===== config.mk =====
export PLATFORM = sky130hd
export DESIGN_NAME = tpioc_top
export DESIGN_NICKNAME = d
export VERILOG_FILES = /design/src/shared/tpioc_pkg.sv /design/src/shared/tpioc_pin_if.sv /design/src/hw/tpioc_pin.sv /design/src/hw/tpioc_top.sv
export SDC_FILE = /design/constraint.sdc
export NUM_CORES = 1
export LEC_CHECK = 0
export BUFFER_PORTS_ARGS = -buffer_cell sky130_fd_sc_hd__buf_2
export CORE_MARGIN = 5
export CORE_UTILIZATION = 46
export DETAILED_ROUTE_END_ITERATION = 10
export PLACE_DENSITY = 0.78
export SETUP_SLACK_MARGIN = 0.4
export SYNTH_ARGS = -nofsm -noshare
export SYNTH_HDL_FRONTEND = slang
export SYNTH_SLANG_ARGS = --single-unit
export TNS_END_PERCENT = 30

===== constraint.sdc =====
create_clock -name mclk_i -period 2.03 [get_ports mclk_i]
set_input_delay 0.203 -clock mclk_i [delete_from_list [all_inputs] [get_ports mclk_i]]
set_output_delay 0.203 -clock mclk_i [all_outputs]
set_load 0.01 [all_outputs]

===== src/shared/tpioc_pkg.sv =====
// Package: register map, field layout and encodings for channel 2 pin I/O control
package tpioc_pkg;
  localparam int unsigned ADDR_W = 4;
  localparam logic [ADDR_W-1:0] OFS_IO_CTRL = 4'h0;
  localparam logic [ADDR_W-1:0] OFS_PIN_STAT = 4'h4;
  localparam logic [ADDR_W-1:0] OFS_CAP_STAT = 4'h8;
  localparam logic [7:0] IO_CTRL_RESET = 8'h00;
  localparam int unsigned FLD_B_LSB = 4;
  localparam int unsigned FLD_A_LSB = 0;
  localparam int unsigned FLD_W = 4;
  localparam int unsigned FB_CAPTURE = 3;
  localparam int unsigned FB_LEVEL = 2;
  localparam int unsigned CNT_W = 16;
  localparam logic [1:0] ACT_NONE = 2'h0;
  localparam logic [1:0] ACT_LOW = 2'h1;
  localparam logic [1:0] ACT_HIGH = 2'h2;
  localparam logic [1:0] ACT_TOGGLE = 2'h3;
  localparam logic [31:0] RD_UNMAPPED = 32'h00000000;
  typedef enum logic [2:0] {
    BUS_IDLE = 3'h1,
    BUS_ACK = 3'h2,
    BUS_DONE = 3'h4
  } tpioc_bus_state_t;
endpackage


===== src/shared/tpioc_pin_if.sv =====
// Interface: one pin field, its pin sample and its strobes
`timescale 1ns/100ps
interface tpioc_pin_if;
  logic [3:0] field;
  logic cfg_wr;
  logic pin_in;
  logic match;
  logic pin_out;
  logic pin_oe_n;
  logic capture;
  modport ctrl (output field, output cfg_wr, output pin_in, output match,
                input pin_out, input pin_oe_n, input capture);
  modport pin (input field, input cfg_wr, input pin_in, input match,
               output pin_out, output pin_oe_n, output capture);
endinterface


===== src/hw/tpioc_pin.sv =====
// One pin function unit: compare output drive or capture edge detection
`timescale 1ns/100ps
module tpioc_pin (
  input wire logic mclk_i,
  input wire logic nrst_i,
  tpioc_pin_if.pin p
);
  logic cap_mode;
  logic pin_prev_q;
  logic pin_prev_d;
  logic out_q;
  logic out_d;
  logic oen_q;
  logic oen_d;
  logic cap_q;
  logic cap_d;

  assign cap_mode = p.field[tpioc_pkg::FB_CAPTURE];

  always_comb begin
    pin_prev_d = p.pin_in;
    out_d = out_q;
    oen_d = oen_q;
    cap_d = 1'b0;
    if (cap_mode) begin
      oen_d = 1'b1;
      if (p.field[1]) begin
        cap_d = p.pin_in ^ pin_prev_q; // RULE5
      end else if (p.field[0]) begin
        cap_d = pin_prev_q & ~p.pin_in; // RULE4
      end else begin
        cap_d = ~pin_prev_q & p.pin_in; // RULE3
      end
    end else if (p.field[1:0] == tpioc_pkg::ACT_NONE) begin
      oen_d = 1'b1; // RULE7
    end else begin
      oen_d = 1'b0;
      if (p.cfg_wr) begin
        // Level loads on each write, so a new mode starts clean
        out_d = p.field[tpioc_pkg::FB_LEVEL]; // RULE8 RULE9
      end else if (p.match) begin
        case (p.field[1:0])
          tpioc_pkg::ACT_LOW: out_d = 1'b0; // RULE10
          tpioc_pkg::ACT_HIGH: out_d = 1'b1; // RULE11
          default: out_d = ~out_q; // RULE12
        endcase
      end
    end
  end

  always_ff @(posedge mclk_i or negedge nrst_i) begin
    if (!nrst_i) begin
      pin_prev_q <= 1'b0;
      out_q <= 1'b0;
      oen_q <= 1'b1;
      cap_q <= 1'b0;
    end else begin
      pin_prev_q <= pin_prev_d;
      out_q <= out_d;
      oen_q <= oen_d;
      cap_q <= cap_d;
    end
  end

  assign p.pin_out = out_q;
  assign p.pin_oe_n = oen_q;
  assign p.capture = cap_q;
endmodule


===== src/hw/tpioc_top.sv =====
// Top: channel 2 pin I/O control register, Avalon-MM slave, two pin units
//
// Contract
// RULE1: Bits 7..4 steer pin B and register B, bit 7 set makes B capture from pin B, bit 6 ignored.
// RULE2: Bits 3..0 steer pin A and register A, bit 3 set makes A capture from pin A, bit 2 ignored.
// RULE3: Capture with low bits 00 loads the counter on each rising pin edge.
// RULE4: Capture with low bits 01 loads the counter on each falling pin edge.
// RULE5: Capture with bit 1 set loads the counter on both pin edges.
// RULE6: The A field uses the same edge coding as the B field, sourced from pin A.
// RULE7: Compare mode with low bits 00 leaves the pin undriven.
// RULE8: Compare mode with output on and level bit 0 starts the pin low.
// RULE9: Compare mode with output on and level bit 1 starts the pin high.
// RULE10: Compare mode low bits 01 drives the pin low on match.
// RULE11: Compare mode low bits 10 drives the pin high on match.
// RULE12: Compare mode low bits 11 toggles the pin on match.
`timescale 1ns/100ps
module tpioc_top (
  input wire logic mclk_i,
  input wire logic nrst_i,
  input wire logic [tpioc_pkg::ADDR_W-1:0] avs_address_i,
  input wire logic avs_read_i,
  input wire logic avs_write_i,
  input wire logic [31:0] avs_writedata_i,
  input wire logic [3:0] avs_byteenable_i,
  output logic [31:0] avs_readdata_o,
  output logic avs_waitrequest_o,
  input wire logic [tpioc_pkg::CNT_W-1:0] counter_i,
  input wire logic match_a_i,
  input wire logic match_b_i,
  input wire logic chan2_pin_a_i,
  input wire logic chan2_pin_b_i,
  output logic chan2_pin_a_o,
  output logic chan2_pin_a_oe_n_o,
  output logic chan2_pin_b_o,
  output logic chan2_pin_b_oe_n_o,
  output logic capture_a_o,
  output logic capture_b_o,
  output logic [tpioc_pkg::CNT_W-1:0] chan2_general_reg_a_o,
  output logic [tpioc_pkg::CNT_W-1:0] chan2_general_reg_b_o
);
  // ----------------------------------------
  // Register and bus state
  // ----------------------------------------
  tpioc_pkg::tpioc_bus_state_t st_q;
  tpioc_pkg::tpioc_bus_state_t st_d;
  logic wait_q;
  logic wait_d;
  logic [31:0] rd_q;
  logic [31:0] rd_d;
  logic [7:0] ctrl_q;
  logic [7:0] ctrl_d;
  logic wr_q;
  logic wr_d;
  logic [1:0] seen_q;
  logic [1:0] seen_d;
  logic [tpioc_pkg::CNT_W-1:0] gra_q;
  logic [tpioc_pkg::CNT_W-1:0] gra_d;
  logic [tpioc_pkg::CNT_W-1:0] grb_q;
  logic [tpioc_pkg::CNT_W-1:0] grb_d;
  logic req;
  logic take;
  logic [2:0] sel;
  logic [1:0] pin_in;
  logic [1:0] match;

  // Index 0 carries pin A, index 1 pin B
  tpioc_pin_if pif [0:1] ();

  // ----------------------------------------
  // Address decoding
  // ----------------------------------------
  // One decoder for read mux, write path and read-to-clear
  function automatic logic [2:0] reg_sel(input logic [tpioc_pkg::ADDR_W-1:0] addr);
    logic [2:0] hit;
    hit = 3'h0;
    if (addr == tpioc_pkg::OFS_IO_CTRL) begin
      hit[0] = 1'b1;
    end else if (addr == tpioc_pkg::OFS_PIN_STAT) begin
      hit[1] = 1'b1;
    end else if (addr == tpioc_pkg::OFS_CAP_STAT) begin
      hit[2] = 1'b1;
    end
    return hit;
  endfunction

  assign req = avs_read_i | avs_write_i;
  // Taken only from idle, so a held request counts once
  assign take = req && (st_q == tpioc_pkg::BUS_IDLE);
  assign sel = reg_sel(avs_address_i);

  // ----------------------------------------
  // Pin units
  // ----------------------------------------
  assign pin_in = {chan2_pin_b_i, chan2_pin_a_i};
  assign match = {match_b_i, match_a_i};

  for (genvar i = 0; i < 2; i++) begin : g_pin
    localparam int unsigned LSB = (i == 0) ? tpioc_pkg::FLD_A_LSB : tpioc_pkg::FLD_B_LSB;
    assign pif[i].field = ctrl_q[LSB +: tpioc_pkg::FLD_W]; // RULE1 RULE2 RULE6
    assign pif[i].cfg_wr = wr_q;
    assign pif[i].pin_in = pin_in[i];
    assign pif[i].match = match[i];

    tpioc_pin u_pin (
      .mclk_i(mclk_i),
      .nrst_i(nrst_i),
      .p(pif[i].pin)
    );
  end

  // ----------------------------------------
  // Avalon-MM slave: one wait state per access
  // ----------------------------------------
  always_comb begin
    st_d = st_q;
    case (st_q)
      tpioc_pkg::BUS_IDLE: begin
        if (req) begin
          st_d = tpioc_pkg::BUS_ACK;
        end
      end
      tpioc_pkg::BUS_ACK: begin
        st_d = tpioc_pkg::BUS_DONE;
      end
      default: begin
        st_d = tpioc_pkg::BUS_IDLE;
      end
    endcase
    // Registered so the pin comes straight from a flop
    wait_d = (st_d != tpioc_pkg::BUS_ACK);
    rd_d = rd_q;
    if (take && !avs_write_i) begin
      if (sel[0]) begin
        rd_d = {24'h0, ctrl_q};
      end else if (sel[1]) begin
        rd_d = {26'h0, chan2_pin_b_i, chan2_pin_a_i,
                pif[1].pin_oe_n, pif[1].pin_out, pif[0].pin_oe_n, pif[0].pin_out};
      end else if (sel[2]) begin
        rd_d = {30'h0, seen_q};
      end else begin
        rd_d = tpioc_pkg::RD_UNMAPPED;
      end
    end
  end

  always_ff @(posedge mclk_i or negedge nrst_i) begin
    if (!nrst_i) begin
      st_q <= tpioc_pkg::BUS_IDLE;
      wait_q <= 1'b1;
      rd_q <= 32'h0;
    end else begin
      st_q <= st_d;
      wait_q <= wait_d;
      rd_q <= rd_d;
    end
  end

  // ----------------------------------------
  // Control register
  // ----------------------------------------
  // Lane 0 alone holds the byte; other lanes are dropped
  always_comb begin
    ctrl_d = ctrl_q;
    wr_d = 1'b0;
    if (take && avs_write_i && sel[0] && avs_byteenable_i[0]) begin
      ctrl_d = avs_writedata_i[7:0];
      wr_d = 1'b1;
    end
  end

  always_ff @(posedge mclk_i or negedge nrst_i) begin
    if (!nrst_i) begin
      ctrl_q <= tpioc_pkg::IO_CTRL_RESET;
      wr_q <= 1'b0;
    end else begin
      ctrl_q <= ctrl_d;
      wr_q <= wr_d;
    end
  end

  // ----------------------------------------
  // Captured counter values
  // ----------------------------------------
  always_comb begin
    gra_d = gra_q;
    grb_d = grb_q;
    seen_d = seen_q;
    // Capture set wins over a read-to-clear in the same cycle
    if (take && avs_read_i && sel[2]) begin
      seen_d = 2'h0;
    end
    if (pif[0].capture) begin
      gra_d = counter_i; // RULE2 RULE3 RULE4 RULE5 RULE6
      seen_d[0] = 1'b1;
    end
    if (pif[1].capture) begin
      grb_d = counter_i; // RULE1 RULE3 RULE4 RULE5
      seen_d[1] = 1'b1;
    end
  end

  always_ff @(posedge mclk_i or negedge nrst_i) begin
    if (!nrst_i) begin
      seen_q <= 2'h0;
      gra_q <= '0;
      grb_q <= '0;
    end else begin
      seen_q <= seen_d;
      gra_q <= gra_d;
      grb_q <= grb_d;
    end
  end

  // ----------------------------------------
  // Outputs, all registered
  // ----------------------------------------
  assign avs_readdata_o = rd_q;
  assign avs_waitrequest_o = wait_q;
  assign chan2_pin_a_o = pif[0].pin_out;
  assign chan2_pin_a_oe_n_o = pif[0].pin_oe_n;
  assign chan2_pin_b_o = pif[1].pin_out;
  assign chan2_pin_b_oe_n_o = pif[1].pin_oe_n;
  assign capture_a_o = pif[0].capture;
  assign capture_b_o = pif[1].capture;
  assign chan2_general_reg_a_o = gra_q;
  assign chan2_general_reg_b_o = grb_q;
endmodule


# ---- After elaboration in Yosys (flattened, before gate mapping)
# Index checks and enable logic that the tools add are counted.
# W data, S select, Z words.
dict set report totals {
  regBits 87
  input_bits 64
  word_cells 90
}
dict set report classes {
  eq_ne 9
  muxes 30
  bitwise 17
  reduce_logical 17
}
# operator count
set op_table {}
lappend op_table {{$mux W1} 21}
lappend op_table {{$not A1 Y1} 10}
lappend op_table {{$mux W8} 1}
lappend op_table {{$reduce_bool A2 Y1} 4}
lappend op_table {{$logic_and A1 B1 Y1} 7}
lappend op_table {{$mux W2} 3}
lappend op_table {{$mux W6} 1}
lappend op_table {{$pmux W3 S2} 1}
lappend op_table {{$reduce_and A3 Y1} 2}
lappend op_table {{$and A1 B1 Y1} 4}
lappend op_table {{$eq A2 B1 Y1 const B} 2}
lappend op_table {{$eq A2 B2 Y1 const B} 2}
lappend op_table {{$eq A4 B3 Y1 const B} 1}
lappend op_table {{$eq A4 B4 Y1 const B} 1}
lappend op_table {{$logic_not A2 Y1} 2}
lappend op_table {{$logic_not A4 Y1} 1}
lappend op_table {{$pmux W1 S2} 2}
lappend op_table {{$eq A3 B1 Y1 const B} 1}
lappend op_table {{$eq A3 B2 Y1 const B} 1}
lappend op_table {{$mux W3} 1}
lappend op_table {{$ne A3 B2 Y1 const B} 1}
lappend op_table {{$xor A1 B1 Y1} 2}
lappend op_table {{$logic_not A1 Y1} 1}
lappend op_table {{$or A1 B1 Y1} 1}

# ---- Depth between registers and ports, before layout
# Gate-level depths: netlist (run 1).
dict set report depth {
  ltp_word 7
  ltp_mapped 5
  depth_no_buf 5
}

# ---- Modules after synthesis
# From an unflattened synthesis (run 1), not the netlist that was laid out.
dict set report hier_totals {
  cells_unflattened 226
  hier_area_um2 2881.5
}
# mod instances cells_each area_per_inst_um2
set modules_own_cells {}
lappend modules_own_cells {tpioc_top 1 174 2383.5}
lappend modules_own_cells {tpioc_pin 2 26 249.0}

# ---- Least setup slack after synthesis (run 1)
# Ideal clock, no wire load.
dict set report synth_path {
  path_kind {register to register}
  from {register st_q[0]}
  to {register ctrl_q[0]}
  setup_time_ps 125
  arrival_ps 1369
  required_time_ps 1905
  path_slack_ps 536
  path_stages_with_launch 4
  path_buffers 0
  period_less_slack_ps 1494
  cell_sequence {dfstp_2 > nor3b_1 > nand4_4 > mux2_2}
}
dict set report synth_via {
  elab_chain_cells 5
}
# item line
set synth_lines {}
lappend synth_lines {{start: declaration} tpioc_top.sv:44} ;# tpioc_pkg::tpioc_bus_state_t st_q;
lappend synth_lines {{start signal: assignment} tpioc_top.sv:148} ;# st_q <= tpioc_pkg::BUS_IDLE;
lappend synth_lines {{start signal: assignment} tpioc_top.sv:152} ;# st_q <= st_d;
lappend synth_lines {{$eq A3 B1 Y1} tpioc_top.sv:88} ;# assign take = req && (st_q == tpioc_pkg::BUS_IDLE);
lappend synth_lines {{$logic_and A1 B1 Y1} tpioc_top.sv:88}
lappend synth_lines {{$logic_and A1 B1 Y1 (3 in a row)} tpioc_top.sv:165} ;# if (take && avs_write_i && sel[0] && avs_byteenable_i[0]) begin
lappend synth_lines {{end signal: assignment} tpioc_top.sv:173} ;# ctrl_q <= tpioc_pkg::IO_CTRL_RESET;
lappend synth_lines {{end signal: assignment} tpioc_top.sv:176} ;# ctrl_q <= ctrl_d;
lappend synth_lines {{end: declaration} tpioc_top.sv:50} ;# logic [7:0] ctrl_q;
# No other way between the ends.
# A chain may end at the register's enable or synchronous reset.

# ---- Worst setup path in the final report (run 1)
dict set report layout_path {
  from {register st_q[0]}
  to {register rd_q[3] (netlist: avs_readdata_o[3])}
}
dict set report layout_via {
  elab_chain_cells 3
}
# item line
set layout_lines {}
lappend layout_lines {{$eq A3 B1 Y1} tpioc_top.sv:88}
lappend layout_lines {{$logic_and A1 B1 Y1} tpioc_top.sv:88}
lappend layout_lines {{$logic_and A1 B1 Y1} tpioc_top.sv:132} ;# if (take && !avs_write_i) begin
lappend layout_lines {{end signal: assignment} tpioc_top.sv:154} ;# rd_q <= rd_d;
lappend layout_lines {{end: declaration} tpioc_top.sv:48} ;# logic [31:0] rd_q;
# No other way between the ends.

==> results.yml, run 1 <==
cts:
  cts.sinks: 63
  h-tree-depth: 3
  cts_root_buf: "clkbuf_8"
  cts_tree: "built"
  cts_buffer_depth: 2
  cts_inserted_buffers: 9
  clock_latency_ps: 330
  path_clk_slew_ps: 70
power_and_ir_drop:
  power_density_mw_per_mm2: 1290
  ir_drop_v: 0.000882
  p_leak_uw: 0.00179
worst_setup_path:
  critPathCaptureType: "flop"
  required_ps: 2260
  path_class: "flop to flop"
  reg2reg_slack_ps: 520
  startpoint_type: "flop"
  r2r_cells: 3
  worstPathArrival_ps: 1740
  critical_path_peak_fanout: 8
synthesis:
  synth_top_area_cell: "dfrtp_1"
  ys_ff_latch: 63
  synth_top_area_share_pct: 51.9
  yosys_warnings: 0
  synth_area_mm2: 0.00285
  synth_flop_cell: "dfrtp_1"
  synth_cells: 220
  syn_area_per_cell_um2: 12.9
  async_flop_share_pct: 100
  synth_area_leaders: "dfrtp_1, mux2_2, buf_4, dfstp_2, ha_1"
  ys_types: 32
  synth-edff-count: 0
  seq_area_frac_synth_pct: 55.6
placement:
  dp_hpwl_um: 4460
  gp_congestion: 0.802
  dp_cells: 372
  port_buffers: 83
global_routing:
  grt_pass1_vias: 1911
  grt_overflow: 0
  grt_usage_pct: 15.4
  grt_first_pass_wirelength_um: 9060
  antenna_found_initial: 0
  grt_max_degree: 25
floorplanning:
  row_count: 28
  initial_utilization_pct: 47.8
  die_h_um: 88.7
  die_area_mm2: 0.00786
  die_w_um: 88.7
  core_mm2: 0.00596
  ios: 135
drt:
  routed_wl_um: 5850
  drc: 0
  first_pass_iters: 4
  vias: 1912
  drt-vias-per-instance: 4.92
  drtIter0Drc: 41
  post_drt_wl_per_cell_um: 15.0
  antenna_left: 0
cells_and_area:
  drive_gt1_share_pct: 47.8
  finalNonFillerCells: 389
  layout_common_cells: "buf_2, dfrtp_1, mux2_2"
  fin_nets: 381
  final_common_cell: "buf_2"
  areaGrowthSynthToFinish_pct: 21.1
  antenna_cells: 0
timing:
  period_share_pct: 74.4
  slew_violations: 0
  final_hold_viol_count: 0
  finalSetupTns_ps: 0
  finClkSkew_ps: 9.76
  rsz0062_at_grt: "no"
  final-setup-viol-count: 0
  fin_crit_ps: 1510
  clock.fmax_ghz: 0.662
min_path:
  hp-class: "input port to flop"
  min_path_cells: 1
flow_run:
  max_cap_viol_count: 0
run_status:
  status: "completed"
[path summary, 6_finish.rpt]
kind	end	from
max in group asynchronous	avs_waitrequest_o$_DFF_PN1_	nrst_i
hold / removal	g_pin[1].u_pin.pin_prev_q$_DFF_PN0_	chan2_pin_b_i
hold reg to reg	seen_q[0]$_DFFE_PN0P_	seen_q[0]$_DFFE_PN0P_
setup / recovery	avs_readdata_o[3]$_DFFE_PN0P_	st_q[0]$_DFF_PN1_
min in group asynchronous	ctrl_q[5]$_DFFE_PN0P_	nrst_i
setup reg to reg	avs_readdata_o[3]$_DFFE_PN0P_	st_q[0]$_DFF_PN1_
[power breakdown]
group / switching (uW) / internal [uW]
registers: 302 / 1750
clock network: 435 / 546
logic: 675 / 742
total: 1410 / 3040
[flip-flops by register name, indices dropped and copies added (netlist names)]
name                    cells
g_pin.u_pin.p.capture       2
avs_readdata_o              8
g_pin.u_pin.pin_prev_q      2
st_q                        3
chan2_general_reg_a_o      16
avs_waitrequest_o           1
seen_q                      2
g_pin.u_pin.p.pin_oe_n      2
pif.cfg_wr                  1
g_pin.u_pin.p.pin_out       2
ctrl_q                      8
chan2_general_reg_b_o      16
[metrics by stage]
stage / total power, uW / setup WS [ps] / utilization, % / hold WS, ps / area, um^2
2_1_floorplan: 2910 / 536 / - / -92.6 / 2930
6_report: 4450 / 519 / 57.9 / 35.6 / 3450
5_1_grt: 4760 / 409 / 57.9 / 10.5 / 3450
4_1_cts: 4520 / 412 / 57.8 / 13.5 / 3440
3_5_place_dp: 3500 / 382 / 54.5 / 179 / 3240
3_3_place_gp: 3430 / 414 / 54.5 / 172 / 3240
[final cells by class]
| cell class | instances | area, um^2 |
|---|---|---|
| fill | 524 | 2510 |
| sequential | 63 | 1580 |
| multi-input combinational | 137 | 1100 |
| timing repair buffer | 86 | 440 |
| clock buffer | 16 | 180 |
| tap | 75 | 93.8 |
| inverter | 12 | 45.0 |
[worst max-delay path: stages (launching register included)]
cell and delay [ps]:
dfstp_2 540, nor4bb_2 270, nand2b_1 280, o31ai_1 320
[synth_stat cells, drive strengths merged (2+ instances only)]
master / number
nand2: 6
mux2i: 6
dfstp: 4
buf: 28
a32oi: 2
nand2b: 6
dfrtp: 59
a21o: 2
o31ai: 5
nor2b: 3
nor2: 4
ha: 8
clkbuf: 3
and3: 2
or2: 2
nor3b: 2
nand4: 2
mux2: 40
inv: 12
o21ai: 14
[what timing repair did]
item                       in CTS  in global routing
hold buffers                    1                  0
buffers inserted                0                  0
pin swaps                       0                  0
setup endpoints to repair      10                  4
hold endpoints to repair       17                  0
resized for setup               3                  1
[kinds of logic after synthesis]
| group | share of synthesized area (%) |
|---|---|
| other cells | 0.132 |
| buf+inv | 9.10 |
| simple gates | 7.60 |
| flops | 55.6 |
| fa+ha+maj | 3.52 |
| mux | 17.9 |
| compound gates | 6.15 |
[metal layers]
| layer | vias up | track usage (%) | part of all wire [%] |
|---|---|---|---|
| li1 | 893 | - | - |
| met1 | 926 | 17.7 | 40 |
| met2 | 81 | 26.1 | 49 |
| met3 | 12 | 4.38 | 9.3 |
| met4 | 0 | 7.83 | 2.0 |
| met5 | - | 0 | 0 |
No activity file was read; power rests on OpenSTA's default activity.
==> inputs of run 2 (changes only) <==
Settings changed: ABC_AREA from default to 1, CORE_UTILIZATION 46 to 47, PLACE_DENSITY 0.78 to 0.79.
Clock period 2.03 ns to 1.5 ns, I/O delays scaled along.
==> results.yml, run 2 <==
run_status:
  status: "completed"
floorplanning:
  die_w_um: 88.8
  ios: 135
  initial_utilization_pct: 48.7
  die_h_um: 88.8
  row_count: 28
  core_mm2: 0.00599
  die_area_mm2: 0.00789
cells_and_area:
  fin_nets: 526
  fillers: 524
  layout_common_cells: "nand2_1, buf_2, dfrtp_1"
  drive_gt1_share_pct: 32.8
  final_common_cell: "nand2_1"
  areaGrowthSynthToFinish_pct: 30.5
  antenna_cells: 0
worst_setup_path:
  critical_path_peak_fanout: 8
  required_ps: 1770
  path_class: "flop to flop"
  critPathCaptureType: "flop"
  worst_path_largest_cell_delay_ps: 550
  crit_family: "flip-flops"
  crit_slowest_cell: "dfstp_2"
  worstPathCellList: "nand3_4, nor2_4, buf_12, buf_6, nand4_1, nand2_2"
  startpoint_type: "flop"
  worstPathArrival_ps: 1520
  cp_num_buf_inv: 2
synthesis:
  synth_top_area_cell: "dfrtp_1"
  synth_common_cells: "nand2_1, dfrtp_1, buf_4"
  seq_area_frac_synth_pct: 54.2
  yosys_warnings: 0
  syn_area_per_cell_um2: 8.46
  ys_ff_latch: 63
  synth-edff-count: 0
  synth_flop_cell: "dfrtp_1"
  async_flop_share_pct: 100
  synth_top_area_share_pct: 50.6
  ys_types: 23
  synth_area_leaders: "dfrtp_1, nand2_1, buf_4, dfstp_2, ha_1"
  yosysMostFrequentCell: "nand2_1"
  synth_cells: 345
  synth_area_mm2: 0.00292
drt:
  drc: 0
  drt-vias-per-instance: 4.67
  antenna_left: 0
  routed_wl_um: 7320
  vias: 2488
  drtIter0Drc: 150
  post_drt_wl_per_cell_um: 13.7
  first_pass_iters: 4
placement:
  port_buffers: 83
  dpl_worst_slack_ps: 127
  gp_congestion: 0.835
  dp_hpwl_um: 5020
global_routing:
  grt_max_degree: 18
  grt_first_pass_wirelength_um: 11600
  antenna_found_initial: 0
  grt_usage_pct: 19.1
  grt_pass1_vias: 2474
  grt_overflow: 0
min_path:
  hp-class: "input port to flop"
timing:
  finClkSkew_ps: 8.27
  final_hold_viol_count: 0
  clock.fmax_ghz: 0.800
  period_share_pct: 83.3
  finalSetupTns_ps: 0
  rsz0062_at_grt: "yes"
  final-setup-viol-count: 0
  slew_violations: 0
  layout_setup_ws_ps: 250
  fin_crit_ps: 1250
cts:
  h-tree-depth: 3
  cts_tree: "built"
  path_clk_slew_ps: 70
  cts_root_buf: "clkbuf_8"
  cts_buffer_depth: 2
  clock_latency_ps: 340
  cts_inserted_buffers: 9
  cts.sinks: 63
power_and_ir_drop:
  p_leak_uw: 0.00214
  ir_drop_v: 0.00104
  finalPower_uw: 6650
  power_density_mw_per_mm2: 1750
flow_run:
  max_cap_viol_count: 0
==> run 2: cell count changes in the layout (fill, tap and decap cells not counted), sizes merged, moves of 4 or more <==
cell	before	now
clkbuf	16	11
mux2i	6	0
nand3	0	19
nand2b	6	0
o31ai	5	0
clkinv	0	4
nand4	2	9
buf	85	104
mux2	40	0
nand2	6	163
o21ai	14	8
inv	12	22
nor2	4	15
==> run 2: repair_timing <==
| item | in CTS | in global routing |
|---|---|---|
| gates cloned | 2 | 0 |
| setup buffers | 5 | 8 |
| endpoints found under the setup margin | 56 | 61 |
| pin swaps | 5 | 5 |
| gates resized for setup | 4 | 20 |
| endpoints found under the hold margin | 15 | 0 |
| hold buffers | 3 | 0 |
==> run 2: through the flow <==
step / area [um^2] / utilization (%) / std cells / hold slack, ps
finish: 3810 / 63.6 / 533 / 23.3
global route: 3810 / 63.6 / 533 / 25.8
global placement: 3350 / 56.0 / 500 / 76.4
detailed placement: 3350 / 56.0 / 500 / 94.2
CTS: 3660 / 61.2 / 525 / 8.69
floorplan: 3040 / - / 368 / -146
==> run 2: layout make-up <==
class | count | area [um^2] | share of cell area [%]
repair buffers | 107 | 652 | 17.1
well taps | 75 | 93.8 | 2.46
clock buffers | 11 | 151 | 3.97
clock inverters | 4 | 45.0 | 1.18
multi-input cells | 248 | 1180 | 31.1
inverters | 25 | 101 | 2.66
flip-flops and latches | 63 | 1580 | 41.5
==> run 2: path summary, 6_finish.rpt <==
path                                                        from                                    end  slack (ps)  cells past startpoint
setup / recovery                               st_q[0]$_DFF_PN1_                  ctrl_q[5]$_DFFE_PN0P_         250                      6
hold / removal                                      counter_i[4]   chan2_general_reg_a_o[4]$_DFFE_PN0P_          20                      3
setup reg to reg                               st_q[0]$_DFF_PN1_                  ctrl_q[5]$_DFFE_PN0P_         250                      6
hold reg to reg            chan2_general_reg_b_o[15]$_DFFE_PN0P_  chan2_general_reg_b_o[15]$_DFFE_PN0P_         460                      2
max in group asynchronous                                 nrst_i            avs_waitrequest_o$_DFF_PN1_         560                      3
min in group asynchronous                                 nrst_i   g_pin[1].u_pin.p.pin_out$_DFFE_PN0P_         320                      2
==> run 2: cells by family after synthesis <==
kind of cell,Yosys count,synth area share (%)
adder cells (fa/ha/maj),8,3.43
buffers and inverters,59,11.8
AO/OA/AOI/OAI,8,1.37
AND/OR/NAND/NOR,206,29.1
flip-flops,63,54.2
other,1,0.128
==> run 2: power breakdown <==
group	total [uW]	switching (uW)	internal, uW
Combinational	2390	1360	1030
Sequential	2770	385	2380
Clock	1490	650	840
Total	6650	2390	4260
==> run 2: worst register-to-register path, delay by kind of cell, from the launching register on <==
family                 cells  cell delay, ps
buffers and inverters      2             260
DFF                        1             550
and+or+nand+nor            4             370
==> run 2: per-layer routing <==
layer	vias up	GRT usage, %	share of wire (%)
met5	-	0	0
met4	0	8.52	1.6
met3	13	2.98	6.2
met2	81	30.6	49
met1	1163	25.5	43
li1	1231	-	-
